===== config.mk =====
export PLATFORM = sky130hd
export DESIGN_NAME = cfsp_core
export DESIGN_NICKNAME = d
export VERILOG_FILES = /design/src/cfsp_pkg.sv /design/src/cfsp_core.sv
export VERILOG_INCLUDE_DIRS = /design/src
export SDC_FILE = /design/constraint.sdc
export NUM_CORES = 1
export LEC_CHECK = 0
export BUFFER_PORTS_ARGS = -buffer_cell sky130_fd_sc_hd__clkbuf_2
export CORE_AREA = 4 4 101 103
export CTS_CLUSTER_DIAMETER = 150
export DETAILED_ROUTE_END_ITERATION = 10
export DIE_AREA = 0 0 105 107
export HOLD_SLACK_MARGIN = 0.03
export PLACE_DENSITY = 0.81
export SLEW_MARGIN = 20
export SYNTH_ARGS = -nofsm -noshare
export SYNTH_HDL_FRONTEND = slang
export SYNTH_SLANG_ARGS = --single-unit

===== constraint.sdc =====
create_clock -name clk_sys -period 2.4 [get_ports clk_sys]
set_input_delay 0 -clock clk_sys [delete_from_list [all_inputs] [get_ports clk_sys]]
set_output_delay 0 -clock clk_sys [all_outputs]
set_load 0.02 [all_outputs]

===== src/cfsp_params.svh =====
// offsets, field positions, reset values and fixed values of flags and stack
`ifndef CFSP_PARAMS_SVH
`define CFSP_PARAMS_SVH
`define CFSP_BIT_CARRY      0
`define CFSP_BIT_ZERO       1
`define CFSP_BIT_SIGN       2
`define CFSP_BIT_PRIO_LOW   3
`define CFSP_BIT_NIBBLE     4
`define CFSP_BIT_PRIO_HIGH  5
`define CFSP_FLAGS_RESET    8'hE8
`define CFSP_FLAGS_FIXED    8'hC0
`define CFSP_SP_HIGH        8'h01
`define CFSP_SP_LOW_RESET   8'hFF
`define CFSP_CALL_BYTES     3'h2
`define CFSP_IRQ_BYTES      3'h5
`endif


===== src/cfsp_pkg.sv =====
// types shared by the flag and stack pointer block
package cfsp_pkg;
  typedef enum logic [3:0] {
    CFSP_OP_NONE  = 4'h0,
    CFSP_OP_ADD   = 4'h1,
    CFSP_OP_ADC   = 4'h2,
    CFSP_OP_SUB   = 4'h3,
    CFSP_OP_LOGIC = 4'h4,
    CFSP_OP_MOVE  = 4'h5,
    CFSP_OP_SHIFT = 4'h6,
    CFSP_OP_BTJ   = 4'h7,
    CFSP_OP_SCF   = 4'h8,
    CFSP_OP_RCF   = 4'h9
  } cfsp_op_t;

  typedef struct packed {
    cfsp_op_t   op;
    logic [7:0] result;
    logic       carry_out;
    logic       nibble_carry;
  } cfsp_alu_t;

  typedef enum logic [5:0] {
    CFSP_ST_IDLE  = 6'h01,
    CFSP_ST_PUSH  = 6'h02,
    CFSP_ST_POP   = 6'h04,
    CFSP_ST_IRQ   = 6'h08,
    CFSP_ST_INTERRUPT_RETURN_INSTR  = 6'h10,
    CFSP_ST_CALL  = 6'h20
  } cfsp_state_t;
endpackage


===== src/cfsp_core.sv =====
// condition flags register and stack pointer with context sequencer
`include "cfsp_params.svh"

// Notes on behaviour
// RQ1: add and adc update nibble carry
// RQ2: sign flag copies result bit seven
// RQ3: zero flag tracks zero result
// RQ4: carry from arithmetic, shifts, set and clear
// RQ5: flag bit layout, top bits read one
// RQ6: priority bits decode to four levels
// RQ7: irq entry loads priority bits
// RQ8: whole flags pushable, bits individually writable
// RQ9: sp decrements after push, increments before pop
// RQ10: upper stack pointer byte fixed
// RQ11: reset and rsp set low byte ones
// RQ12: low stack byte loadable and readable
// RQ13: stack pointer wraps silently both ways
// RQ14: irq stores pc low first, reverse return
// RQ15: call two bytes, irq five bytes
// RQ16: program counter two eight-bit halves
// RQ17: second index register never stacked
// RQ18: context order pcl, pch, x, a, flags
module cfsp_core (
  input  wire logic              clk_sys,
  input  wire logic              sys_rst,
  input  wire cfsp_pkg::cfsp_alu_t alu,
  input  wire logic              flags_wr,
  input  wire logic [7:0]        flags_wdata,
  input  wire logic              prio_wr,
  input  wire logic [1:0]        prio_wdata,
  input  wire logic              irq_enter,
  input  wire logic [1:0]        software_priority_regs,
  input  wire logic              irq_return,
  input  wire logic              call_start,
  input  wire logic              ret_start,
  input  wire logic              push_byte,
  input  wire logic              pop_byte,
  input  wire logic              reset_stack_instr,
  input  wire logic              load_instr,
  input  wire logic [7:0]        load_data,
  input  wire logic [15:0]       program_counter,
  input  wire logic [7:0]        index_x,
  input  wire logic [7:0]        accum,
  input  wire logic [7:0]        mem_rdata,
  output logic [7:0]             condition_flags,
  output logic [15:0]            stack_pointer,
  output logic [1:0]             priority_level,
  output logic                   irq_disabled,
  output logic                   stack_busy,
  output logic                   mem_we,
  output logic [15:0]            mem_addr,
  output logic [7:0]             mem_wdata,
  output logic                   pop_valid,
  output logic [7:0]             pop_data
);
  import cfsp_pkg::*;

  // ==========================================================
  // flags register
  logic [7:0] flags_q;
  logic [7:0] next_flags;
  logic       seq_pop_flags;
  logic [7:0] seq_pop_flag_val;

  always_comb begin
    next_flags = flags_q;
    case (alu.op)
      CFSP_OP_ADD, CFSP_OP_ADC: begin
        next_flags[`CFSP_BIT_NIBBLE] = alu.nibble_carry; // RQ1
        next_flags[`CFSP_BIT_CARRY]  = alu.carry_out;    // RQ4
        next_flags[`CFSP_BIT_SIGN]   = alu.result[7];    // RQ2
        next_flags[`CFSP_BIT_ZERO]   = alu.result == 8'h00; // RQ3
      end
      CFSP_OP_SUB, CFSP_OP_SHIFT: begin
        next_flags[`CFSP_BIT_CARRY] = alu.carry_out;     // RQ4
        next_flags[`CFSP_BIT_SIGN]  = alu.result[7];     // RQ2
        next_flags[`CFSP_BIT_ZERO]  = alu.result == 8'h00; // RQ3
      end
      CFSP_OP_LOGIC, CFSP_OP_MOVE: begin
        next_flags[`CFSP_BIT_SIGN] = alu.result[7];      // RQ2
        next_flags[`CFSP_BIT_ZERO] = alu.result == 8'h00; // RQ3
      end
      CFSP_OP_BTJ: next_flags[`CFSP_BIT_CARRY] = alu.carry_out; // RQ4
      CFSP_OP_SCF: next_flags[`CFSP_BIT_CARRY] = 1'b1;    // RQ4
      CFSP_OP_RCF: next_flags[`CFSP_BIT_CARRY] = 1'b0;    // RQ4
      default: ;
    endcase
    if (flags_wr)
      next_flags = flags_wdata;                           // RQ8
    if (seq_pop_flags)
      next_flags = seq_pop_flag_val;                      // RQ8
    if (prio_wr) begin
      next_flags[`CFSP_BIT_PRIO_HIGH] = prio_wdata[1];    // RQ7
      next_flags[`CFSP_BIT_PRIO_LOW]  = prio_wdata[0];
    end
    if (irq_enter) begin
      next_flags[`CFSP_BIT_PRIO_HIGH] = software_priority_regs[1]; // RQ7
      next_flags[`CFSP_BIT_PRIO_LOW]  = software_priority_regs[0];
    end
    next_flags = next_flags | `CFSP_FLAGS_FIXED;          // RQ5
  end

  always_ff @(posedge clk_sys) begin
    if (sys_rst)
      flags_q <= `CFSP_FLAGS_RESET;                       // RQ5
    else
      flags_q <= next_flags;
  end

  assign condition_flags = flags_q;

  // level 0 lowest .. level 3 masks interrupts
  function automatic logic [1:0] prio_decode(input logic [7:0] f);
    case ({f[`CFSP_BIT_PRIO_HIGH], f[`CFSP_BIT_PRIO_LOW]})
      2'h2:    prio_decode = 2'h0;
      2'h1:    prio_decode = 2'h1;
      2'h0:    prio_decode = 2'h2;
      default: prio_decode = 2'h3;
    endcase
  endfunction

  assign priority_level = prio_decode(flags_q);           // RQ6
  assign irq_disabled   = prio_decode(flags_q) == 2'h3;   // RQ6

  // ==========================================================
  // stack pointer and context sequencer
  cfsp_state_t state, next_state;
  logic [7:0]  sp_low, next_sp_low;
  logic [2:0]  cnt, next_cnt;
  logic [39:0] ctx, next_ctx;
  logic        next_we;
  logic [7:0]  next_wdata;
  logic        next_pop_valid;
  logic [7:0]  next_pop_data;
  logic [15:0] next_addr;
  logic        pop_pending;
  logic        pop_is_flags;
  logic        rd_d, next_rd;
  logic        rd_flags_d, next_rd_flags;

  // irq context, pushed lowest byte first: pcl, pch, x, a, flags
  wire [39:0] irq_ctx = {flags_q, accum, index_x,
                         program_counter[15:8], program_counter[7:0]}; // RQ17 RQ18

  always_comb begin
    next_state     = state;
    next_sp_low    = sp_low;
    next_cnt       = cnt;
    next_ctx       = ctx;
    next_we        = 1'b0;
    next_wdata     = 8'h00;
    next_pop_valid = 1'b0;
    next_pop_data  = 8'h00;
    next_addr      = {`CFSP_SP_HIGH, sp_low};
    seq_pop_flags    = 1'b0;
    seq_pop_flag_val = 8'h00;
    // each pop cycle issues one read at the incremented address
    next_rd          = state == CFSP_ST_POP || state == CFSP_ST_INTERRUPT_RETURN_INSTR;
    next_rd_flags    = state == CFSP_ST_INTERRUPT_RETURN_INSTR && cnt == `CFSP_IRQ_BYTES;
    case (state)
      CFSP_ST_IDLE: begin
        if (reset_stack_instr)
          next_sp_low = `CFSP_SP_LOW_RESET;               // RQ11
        else if (load_instr)
          next_sp_low = load_data;                        // RQ12
        else if (irq_enter) begin
          next_ctx   = irq_ctx;
          next_cnt   = `CFSP_IRQ_BYTES;                   // RQ15
          next_state = CFSP_ST_IRQ;
        end else if (call_start) begin
          next_ctx   = {24'h000000, program_counter[15:8],
                        program_counter[7:0]};            // RQ16
          next_cnt   = `CFSP_CALL_BYTES;                  // RQ15
          next_state = CFSP_ST_CALL;
        end else if (irq_return) begin
          next_cnt   = `CFSP_IRQ_BYTES;
          next_state = CFSP_ST_INTERRUPT_RETURN_INSTR;
        end else if (ret_start) begin
          next_cnt   = `CFSP_CALL_BYTES;
          next_state = CFSP_ST_POP;
        end else if (push_byte) begin
          next_we     = 1'b1;
          next_wdata  = accum;
          next_sp_low = sp_low - 8'h01;                   // RQ9 RQ13
        end else if (pop_byte) begin
          // increment happens once, in the pop state
          next_cnt    = 3'h1;
          next_state  = CFSP_ST_POP;
        end
      end
      CFSP_ST_IRQ, CFSP_ST_CALL: begin
        // write at sp, then decrement: pcl lands highest
        next_we     = 1'b1;
        next_wdata  = ctx[7:0];                           // RQ14
        next_ctx    = {8'h00, ctx[39:8]};
        next_sp_low = sp_low - 8'h01;                     // RQ9 RQ13
        next_cnt    = cnt - 3'h1;
        if (cnt == 3'h1)
          next_state = CFSP_ST_IDLE;
      end
      CFSP_ST_POP, CFSP_ST_INTERRUPT_RETURN_INSTR: begin
        // increment first, read at new address
        next_sp_low = sp_low + 8'h01;                     // RQ9 RQ13
        next_addr   = {`CFSP_SP_HIGH, sp_low + 8'h01};
        next_cnt    = cnt - 3'h1;
        if (cnt == 3'h1)
          next_state = CFSP_ST_IDLE;
      end
      default: next_state = CFSP_ST_IDLE;
    endcase
    // data read at previous address returns this cycle
    if (pop_pending) begin
      next_pop_valid = 1'b1;
      next_pop_data  = mem_rdata;
      if (pop_is_flags) begin
        seq_pop_flags    = 1'b1;                          // RQ14
        seq_pop_flag_val = mem_rdata;
      end
    end
  end

  // a read issued on the last edge returns its byte this cycle
  assign pop_pending  = rd_d;
  assign pop_is_flags = rd_flags_d;                       // RQ14

  always_ff @(posedge clk_sys) begin
    if (sys_rst) begin
      state     <= CFSP_ST_IDLE;
      sp_low    <= `CFSP_SP_LOW_RESET;                    // RQ11
      cnt       <= 3'h0;
      ctx       <= 40'h0;
      mem_we    <= 1'b0;
      mem_wdata <= 8'h00;
      mem_addr  <= {`CFSP_SP_HIGH, `CFSP_SP_LOW_RESET};
      pop_valid <= 1'b0;
      pop_data  <= 8'h00;
      rd_flags_d <= 1'b0;
      rd_d      <= 1'b0;
    end else begin
      state     <= next_state;
      sp_low    <= next_sp_low;
      cnt       <= next_cnt;
      ctx       <= next_ctx;
      mem_we    <= next_we;
      mem_wdata <= next_wdata;
      mem_addr  <= next_addr;
      pop_valid <= next_pop_valid;
      pop_data  <= next_pop_data;
      rd_d      <= next_rd;
      rd_flags_d <= next_rd_flags;
    end
  end

  assign stack_pointer = {`CFSP_SP_HIGH, sp_low};         // RQ10
  assign stack_busy    = state != CFSP_ST_IDLE;

  // ==========================================================
  // checks
  a_top_bits_one: assert property (@(posedge clk_sys) disable iff (sys_rst)
    flags_q[7:6] == 2'h3) else $error("flag top bits not one"); // RQ5
  a_sp_high_fixed: assert property (@(posedge clk_sys) disable iff (sys_rst)
    stack_pointer[15:8] == `CFSP_SP_HIGH) else $error("sp high moved"); // RQ10
  a_rsp_sets_top: assert property (@(posedge clk_sys) disable iff (sys_rst)
    state == CFSP_ST_IDLE && reset_stack_instr |=> sp_low == 8'hFF)
    else $error("rsp failed"); // RQ11
  a_irq_five_bytes: assert property (@(posedge clk_sys) disable iff (sys_rst)
    state == CFSP_ST_IDLE && irq_enter && !reset_stack_instr && !load_instr
    |=> ##5 sp_low == $past(sp_low, 6) - 8'h05)
    else $error("irq not five bytes"); // RQ15
  a_push_decrement: assert property (@(posedge clk_sys) disable iff (sys_rst)
    state == CFSP_ST_IDLE && push_byte && !reset_stack_instr && !load_instr
    && !irq_enter && !call_start && !irq_return && !ret_start
    |=> sp_low == $past(sp_low) - 8'h01 && mem_we)
    else $error("push did not decrement"); // RQ9
  a_zero_flag: assert property (@(posedge clk_sys) disable iff (sys_rst)
    alu.op == CFSP_OP_MOVE && !flags_wr && !seq_pop_flags
    |=> flags_q[`CFSP_BIT_ZERO] == ($past(alu.result) == 8'h00))
    else $error("zero flag wrong"); // RQ3
  a_sign_flag: assert property (@(posedge clk_sys) disable iff (sys_rst)
    alu.op == CFSP_OP_LOGIC && !flags_wr && !seq_pop_flags
    |=> flags_q[`CFSP_BIT_SIGN] == $past(alu.result[7]))
    else $error("sign flag wrong"); // RQ2
  a_irq_prio_load: assert property (@(posedge clk_sys) disable iff (sys_rst)
    irq_enter |=> {flags_q[5], flags_q[3]} == $past(software_priority_regs))
    else $error("priority not loaded"); // RQ7
  a_scf_sets: assert property (@(posedge clk_sys) disable iff (sys_rst)
    alu.op == CFSP_OP_SCF && !flags_wr && !seq_pop_flags
    |=> flags_q[0]) else $error("scf failed"); // RQ4
  a_pop_increment: assert property (@(posedge clk_sys) disable iff (sys_rst)
    state == CFSP_ST_IDLE && pop_byte && !reset_stack_instr && !load_instr
    && !irq_enter && !call_start && !irq_return && !ret_start
    |=> ##1 sp_low == $past(sp_low, 2) + 8'h01)
    else $error("pop did not increment"); // RQ9
  a_call_two_bytes: assert property (@(posedge clk_sys) disable iff (sys_rst)
    state == CFSP_ST_IDLE && call_start && !reset_stack_instr && !load_instr
    && !irq_enter |=> ##2 sp_low == $past(sp_low, 3) - 8'h02)
    else $error("call not two bytes"); // RQ15
  a_interrupt_return_instr_flags_back: assert property (@(posedge clk_sys) disable iff (sys_rst)
    pop_is_flags && !prio_wr && !irq_enter
    |=> flags_q == ($past(mem_rdata) | 8'hC0))
    else $error("flags not restored"); // RQ14
endmodule


# Yosys cells after proc, flatten, opt, wreduce, memory -nomap -nowiden

Index checks and enable logic that the tools add are counted.

Bitwise operators: 1
Muxes and demuxes: 64
Reductions and logical operators: 22
Equal/unequal tests: 31
Add/subtract/negate cells: 3

Operators with widths:

| kind                | number |
|---|---|
| $mux 40             | 4 |
| $mux 8              | 15 |
| $pmux 40 s2         | 1 |
| $mux 6              | 13 |
| $mux 3              | 8 |
| $pmux 8 s3          | 1 |
| $ne 4x4->1 const B  | 5 |
| $eq 4x3->1 const B  | 4 |
| $pmux 8 s2          | 1 |
| $mux 1              | 15 |
| $ne 6x6->1 const B  | 2 |
| $pmux 6 s2          | 1 |
| $reduce_and 5->1    | 2 |
| $reduce_bool 3->1   | 3 |
| $add 8x1->8 const B | 1 |
| $eq 4x2->1 const B  | 2 |
| $eq 4x4->1 const B  | 2 |
| $logic_not 8->1     | 1 |
| $reduce_or 2->1     | 4 |
| $sub 8x1->8 const B | 1 |
| $eq 6x1->1 const B  | 1 |
| $eq 6x3->1 const B  | 1 |
| $eq 6x4->1 const B  | 1 |
| $eq 6x5->1 const B  | 1 |
| 28 further kinds    | 31 |

Bits of input ports: 86
Output and inout port bits: 62
Word-level logic and storage cells: 137
Register bits: 100

# Depth between registers and ports, before layout

Gate-level depths: netlist (run 1).

Depth after elaboration: 9
Gate-level depth with buffers: 11
Gate-level depth less buffers: 7

# Least setup slack after synthesis (run 1)

OpenSTA, ideal clock, no wires.

Kind: reg2reg
Start point: reg state[3]
End point: reg sp_low[1]
Library setup time: 127 ps
Period minus slack after synthesis: 2054 ps
Required time: 2273 ps
Arrival time: 1927 ps
Path slack: 346 ps
Path buffers: 3
Cell stages (with the launch flop): 10
Path through: dfxtp_1 > buf_6 > a211o_1 > or3_1 > buf_6 > clkinv_4 > buf_6 > a21oi_2 > o311a_1 > or3_1

Word-level cells in the longest chain between the ends: 4
Elaborated cells on any way between the ends: 15
Classes of those cells: eq/ne: 10; mux: 1; reduce/logical: 4

RTL lines:

| item                               | line             | source |
|---|---|---|
| start, declared                    | cfsp_core.sv:127 | `cfsp_state_t state, next_state;` |
| start signal, assigned             | cfsp_core.sv:240 | `state <= next_state;` |
| $eq 6x3->1 (tied with other cells) | cfsp_core.sv:160 | `case (state)` |
| $reduce_or 2->1                    | cfsp_core.sv:160 |  |
| $reduce_bool 3->1 (no source line) | n/a              |  |
| $reduce_and 6->1 (no source line)  | n/a              |  |
| end signal, assigned               | cfsp_core.sv:229 | `` sp_low <= `CFSP_SP_LOW_RESET; `` |
| end signal, assigned               | cfsp_core.sv:241 | `sp_low <= next_sp_low;` |
| end, declared                      | cfsp_core.sv:128 | `logic [7:0] sp_low, next_sp_low;` |

Parallel ways exist; a longest one is shown, timed or not.
A chain may end at the register's enable or synchronous reset.

# Worst setup path in the final report (run 1)

Start point: reg state[2]
End point: reg sp_low[3]

Same word-level chain as after synthesis.

==> results.ini, run 1 <==
[clocking]
htree_levels = 3
cts_buffer_depth = 2
clk_latency_ps = 360
cts_tree = yes
clock_sinks = 89
clk_pin_slew_ps = 100
numCtsBuffers = 9
cts_root_buf = clkbuf_8

[worst_setup_path]
cp-end-kind = flip-flop
critPathArrivalTime_ps = 2520
worstPathRequired_ps = 2650
crit_path_start_kind = flip-flop
critPathKind = reg -> reg
cp_max_fo = 23

[global_route]
grt_max_degree = 61
grt_pass1_vias = 4652
grt_first_pass_wirelength_mm = 21.7
grt_usage = 0.237
antenna_found_initial = 0
globalRoute.totalOverflow = 0

[logic_synthesis]
synth_top_area_cell = dfxtp_1
synthAdderAreaFrac = 0.0190
ys_types = 62
synth_area_sq_um = 4610
seq_area_frac_synth = 0.387
synthMuxAreaShare = 0.0174
ys_ff_latch = 89
yosys.area.top_type_share = 0.387
synth_edf_count = 0
ys_top_cells_by_area = dfxtp_1 39%, nor2_1 6.5%, a311oi_1 6.3%
postSynth.asyncResetShare = 0
synth_top_family_by_area = simple AND/OR/NAND/NOR gates
syn_avg_cell_area_sq_um = 8.14
postSynthCellCount = 566
yosys.area_share.simple = 0.249
yosysWarnings = 0
synth_compound_gate_area_share = 0.216
synthFlopType = dfxtp_1
synth-xor-area-share = 0.0171

[die]
floorplan.die_area_sq_um = 11200
die_y_microns = 107
core_sq_um = 9200
rows = 35
initial_core_util = 0.501
die_w_microns = 105
ioPinCount = 148

[run]
drv_cap = 0

[sta]
hold_viol = 0
finalSetupTns_ps = 0
finalClockSkew_ps = 16.0
hold_ws_ps = 46.8
period_needed_ps = 2280
min_period_over_period = 0.948
rsz0062_at_grt = no
finalSetupViolCount = 0
worstMarginPinSlew_ps = 812
slew_violations = 0
max-slew-margin-rel = 0.456
fmaxAchievable_mhz = 439

[final_layout]
layout.nets = 807
drive_gt1_frac = 0.236
fin_cells = 830
n_fill_cell = 747
layout_commonest_cell = clkbuf_2
n_antenna_cell = 0
design_area_sq_um = 5900
most-common-layout-cells = 127 x clkbuf_2, 89 x dfxtp_1, 80 x nor2_1
area_growth_pct = 28.1

[power]
power_density_nw_per_um2 = 625
ir_drop_uv = 284
leakage_uw = 0.00253
report.power.total_uw = 3690

[place]
numPortBuffers = 127
place_area_sq_um = 5210
place_hpwl_mm = 9.12
numPlacedInstances = 769
place_congestion = 0.935

[drt]
detail-route-antenna-nets = 0
wirelength_mm = 13.7
drt_iter0_drc = 484
vias_per_cell = 5.79
vias = 4802
routedWlPerCell_microns = 16.5
first_pass_iters = 7
route.detailed.drc = 0

[hold_path]
hold_class = in -> reg

[status]
status = completed

## per-stage QoR
stage / setup slack [ps] / util
after detailed placement: 100 / 0.567
final: 125 / 0.642
after floorplan: 346 / -
after global placement: 204 / 0.567
after CTS: 76.5 / 0.640
after global routing: 20.3 / 0.642
## path summary, 6_finish.rpt
kind / startpoint / end / slack (ps) / cells past startpoint
hold reg to reg: ctx[8] / ctx[0] / 470 / 2
hold / removal: software_priority_regs[1] / condition_flags[5] / 50 / 4
setup reg to reg: state[2] / sp_low[3] / 120 / 6
setup / recovery: state[2] / sp_low[3] / 120 / 6
## synthesized netlist by cell type, types with 3 or more instances
library cell,count
and2_1,11
a22oi_1,16
nor2b_1,3
a31oi_1,5
dfxtp_1,89
xor2_1,5
ha_1,7
or3_1,14
xnor2_1,4
or4_1,3
nand4b_1,3
nor3_1,11
clkbuf_1,27
a221o_1,5
a211o_1,4
buf_4,19
nand2_1,58
a21oi_1,21
nor4_1,6
nor2_1,80
mux2i_1,8
nand3_1,18
a211oi_1,3
o211ai_1,4
a21o_1,5
o21ai_0,10
a311oi_1,33
nand2b_1,10
nand3b_1,3
or2_2,3
inv_1,16
buf_2,14
and3_1,8
buf_6,3
## worst max-delay path, cell delays in order (launching register included)
cell      delay, ps
dfxtp_1         450
a211o_1         340
or3_1           490
clkinv_4        200
o32ai_1         120
a311o_1         270
a221o_1         290
## sequential cells by signal (all words and copies together), names as in the netlist, 3 cells and up
| register | cells |
|---|---|
| mem_addr | 8 |
| cnt | 3 |
| state | 5 |
| ctx | 39 |
| sp_low | 8 |
| mem_wdata | 8 |
| condition_flags | 6 |
| pop_data | 8 |
## routing by layer
layer  global-route usage  part of all wire
met5                    0                 0
met4                0.133             0.048
met3               0.0476             0.086
met2                0.402              0.48
met1                0.279              0.38
## what timing repair did
| item | in CTS | in global routing |
|---|---|---|
| resized for setup | 0 | 1 |
| buffers inserted | 0 | 1 |
| endpoints found under the setup margin | 0 | 35 |
| endpoints found under the hold margin | 50 | 0 |
| hold buffers | 44 | 0 |
## where the power goes
part	internal [uW]	leakage [uW]	switching, uW
logic	348	0.00168	463
registers	1570	0.000726	88.5
clock network	611	0.000115	608
total	2530	0.00253	1160
## area by class of cell
class / instances / area (sq um) / share of cell area
Sequential cell: 89 / 1780 / 0.302
Clock buffer: 9 / 124 / 0.0210
Inverter: 18 / 72.6 / 0.0123
Timing Repair Buffer: 186 / 1200 / 0.204
Multi-Input combinational cell: 410 / 2470 / 0.419
Tap cell: 111 / 139 / 0.0235
Clock inverter: 7 / 110 / 0.0187
## logic make-up after synthesis
| group | count (synthesis) |
|---|---|
| AO/OA/AOI/OAI | 131 |
| other | 2 |
| flip-flops | 89 |
| XOR/XNOR | 9 |
| AND/OR/NAND/NOR | 237 |
| adder cells (fa/ha/maj) | 7 |
| multiplexers | 8 |
| buffers and inverters | 83 |
Note: power is estimated with default switching activity, not from simulation.
==> inputs of run 2 (changes only) <==
Settings changed: ABC_AREA set to 1, PLACE_DENSITY 0.81 to 0.83.
==> results.ini, run 2 <==
[status]
status = completed

[worst_setup_path]
cp-end-kind = flip-flop
reg2reg_depth = 8  ; +2
cp_max_fo = 45  ; +96%
critPathArrivalTime_ps = 2100  ; -420 ps
crit_path_start_kind = flip-flop
r2r_start = state[5]
critPathKind = reg -> reg
regToRegEndpoint = ctx[16]
ff2ff_setup_slack_ps = 590  ; +470 ps
worstPathRequired_ps = 2690  ; +40 ps

[die]
floorplan.die_area_sq_um = 11200  ; unchanged
die_w_microns = 105  ; unchanged
initial_core_util = 0.518  ; +0.0171
core_sq_um = 9200  ; unchanged
rows = 35  ; unchanged
die_y_microns = 107  ; unchanged
ioPinCount = 148  ; unchanged

[final_layout]
n_antenna_cell = 0  ; unchanged
layout_commonest_cell = nand2_1
largest_reg_flops = 39  ; unchanged
top_register = ctx
most-common-layout-cells = 203 x nand2_1, 127 x clkbuf_2, 93 x nor2_1
area_growth_pct = 26.7
layout.nets = 967  ; +20%
design_area_sq_um = 6030  ; +2.2%
n_fill_cell = 798  ; +6.8%
drive_gt1_frac = 0.218  ; -0.0180

[power]
p_seq_frac = 0.342  ; -0.108
swShare = 0.474  ; +0.160
ir_drop_uv = 823  ; +190%
pwr-share-clk = 0.154  ; -0.176
power_density_nw_per_um2 = 1090  ; +75%
combPwrFrac = 0.504  ; +0.284
leakage_uw = 0.00302  ; +19%
switching_power_uw = 3120  ; +170%
internal_power_uw = 3460  ; +37%

[logic_synthesis]
synth_edf_count = 0  ; unchanged
yosysWarnings = 0  ; unchanged
synth_top_area_cell = dfxtp_1
yosys.area.top_type_share = 0.374  ; -0.0128
ys_top_cells_by_area = dfxtp_1 37%, nand2_1 16%, nor2_1 7.3%
postSynth.asyncResetShare = 0  ; unchanged
synthFlopType = dfxtp_1
yosysMostFrequentCell = nand2_1
seq_area_frac_synth = 0.374  ; -0.0128
ys_ff_latch = 89  ; unchanged
synthTopCellsByCount = 203 x nand2_1, 93 x nor2_1, 89 x dfxtp_1, 62 x o21ai_0, 54 x inv_1
postSynthCellCount = 713  ; +26%
synth_area_sq_um = 4760  ; +3.4%
syn_avg_cell_area_sq_um = 6.68  ; -18%
ys_types = 38  ; -39%

[hold_path]
whs_path_depth = 7  ; +3
min_to = sp_low[6]
hold_class = in -> reg
hold_start = load_data[6]

[sta]
min_period_over_period = 0.754  ; -0.194
max-slew-margin-rel = 0.648  ; +0.192
hold_viol = 0  ; unchanged
worstMarginPinSlew_ps = 527  ; -285 ps
slew_violations = 0  ; unchanged
finalSetupViolCount = 0  ; unchanged
period_needed_ps = 1810  ; -466 ps
rsz0062_at_grt = no
finalSetupTns_ps = 0  ; unchanged
fmaxAchievable_mhz = 553  ; +26%
finalClockSkew_ps = 16.1  ; +0.123 ps

[global_route]
antenna_found_initial = 0  ; unchanged
globalRoute.totalOverflow = 0  ; unchanged
grt_pass1_vias = 4786  ; +2.9%
grt_usage = 0.231  ; -0.00578
grt_max_degree = 46  ; -25%
grt_first_pass_wirelength_mm = 21.5  ; -0.95%

[drt]
vias = 4940  ; +2.9%
first_pass_iters = 5  ; -2
route.detailed.drc = 0  ; unchanged
wirelength_mm = 12.7  ; -7.1%
routedWlPerCell_microns = 12.9  ; -22%
detail-route-antenna-nets = 0  ; unchanged
drt_iter0_drc = 339  ; -30%
vias_per_cell = 4.99  ; -14%

[clocking]
cts_setup_buffers = 0  ; unchanged
numCtsBuffers = 9  ; unchanged
htree_levels = 3  ; unchanged
clk_pin_slew_ps = 110  ; about the same
cts_buffer_depth = 2  ; unchanged
clk_latency_ps = 360  ; about the same
clock_sinks = 89  ; unchanged
cts_root_buf = clkbuf_8
cts_tree = yes
cts-resized-gates = 0  ; unchanged

[place]
place_hpwl_mm = 8.56  ; -6.1%
place_congestion = 0.862  ; -7.8%
numPortBuffers = 127  ; unchanged
place_area_sq_um = 5340  ; +2.4%

[run]
drv_cap = 0  ; unchanged

-- run 2: worst max-delay path by stage --
stage / from / endpoint / slack (ps) / depth (start not counted)
detailed placement: state[3] / state[2] / 640 / 10
floorplan: state[0] / sp_low[0] / 840 / 10
CTS: state[5] / ctx[16] / 600 / 8
global route: state[5] / ctx[16] / 400 / 8
finish: state[5] / ctx[16] / 590 / 8
global placement: state[3] / state[4] / 670 / 10
-- run 2: kinds of logic after synthesis --
group / after synthesis / share of synthesized area
fa+ha+maj: 7 / 0.0184
flops: 89 / 0.374
simple gates: 377 / 0.337
other cells: 2 / 0.00158
buf+inv: 110 / 0.115
compound gates: 121 / 0.141
xor+xnor: 7 / 0.0129
-- run 2: repair_timing --
item	4_1_cts	5_1_grt
hold buffers	50	0
endpoints found under the hold margin	55	0
setup endpoints to repair	0	0
-- run 2: stage by stage --
step / hold WS [ps] / setup slack, ps / cells / power [uW] / util
after floorplan: 112 / 844 / 729 / 4980 / -
after global placement: 198 / 668 / 924 / 5440 / 0.580
after detailed placement: 202 / 643 / 924 / 5510 / 0.580
after CTS: 30.9 / 595 / 990 / 6590 / 0.656
after global routing: 43.6 / 399 / 990 / 7200 / 0.656
final: 38.9 / 590 / 990 / 6590 / 0.656
-- run 2: final cells by class --
| type | count | area [sq um] | share of cell area |
|---|---|---|---|
| inverters | 61 | 231 | 0.0384 |
| clock inverters | 7 | 71.3 | 0.0118 |
| repair buffers | 183 | 1190 | 0.198 |
| flip-flops and latches | 89 | 1780 | 0.295 |
| multi-input cells | 530 | 2490 | 0.413 |
| clock buffers | 9 | 124 | 0.0205 |
| well taps | 111 | 139 | 0.0230 |
-- run 2: per-layer routing --
layer  global-route usage  routed length (microns)  vias up
met3               0.0554                     1180       30
met4               0.0890                      304        0
met5                    0                        0        -
li1                     -                        -     2556
met1                0.292                     5450     2128
met2                0.380                     5820      226
-- run 2: worst max-delay path, cell delays in order, from the launching register on --
cell and delay (ps):
dfxtp_1 360, nor2_2 160, nand2_1 100, nor2_4 190, o21ai_2 90, nand2_2 120, buf_4 410, a21boi_0 170
a21oi_1 150
-- run 2: power by group through the flow --
stage	clock [uW]	combinational (uW)	sequential, uW
4_1_cts	1030	3310	2250
2_1_floorplan	0	2640	2330
6_report	1010	3320	2250
3_5_place_dp	0	3220	2280
3_3_place_gp	0	3170	2270
5_1_grt	1100	3780	2320
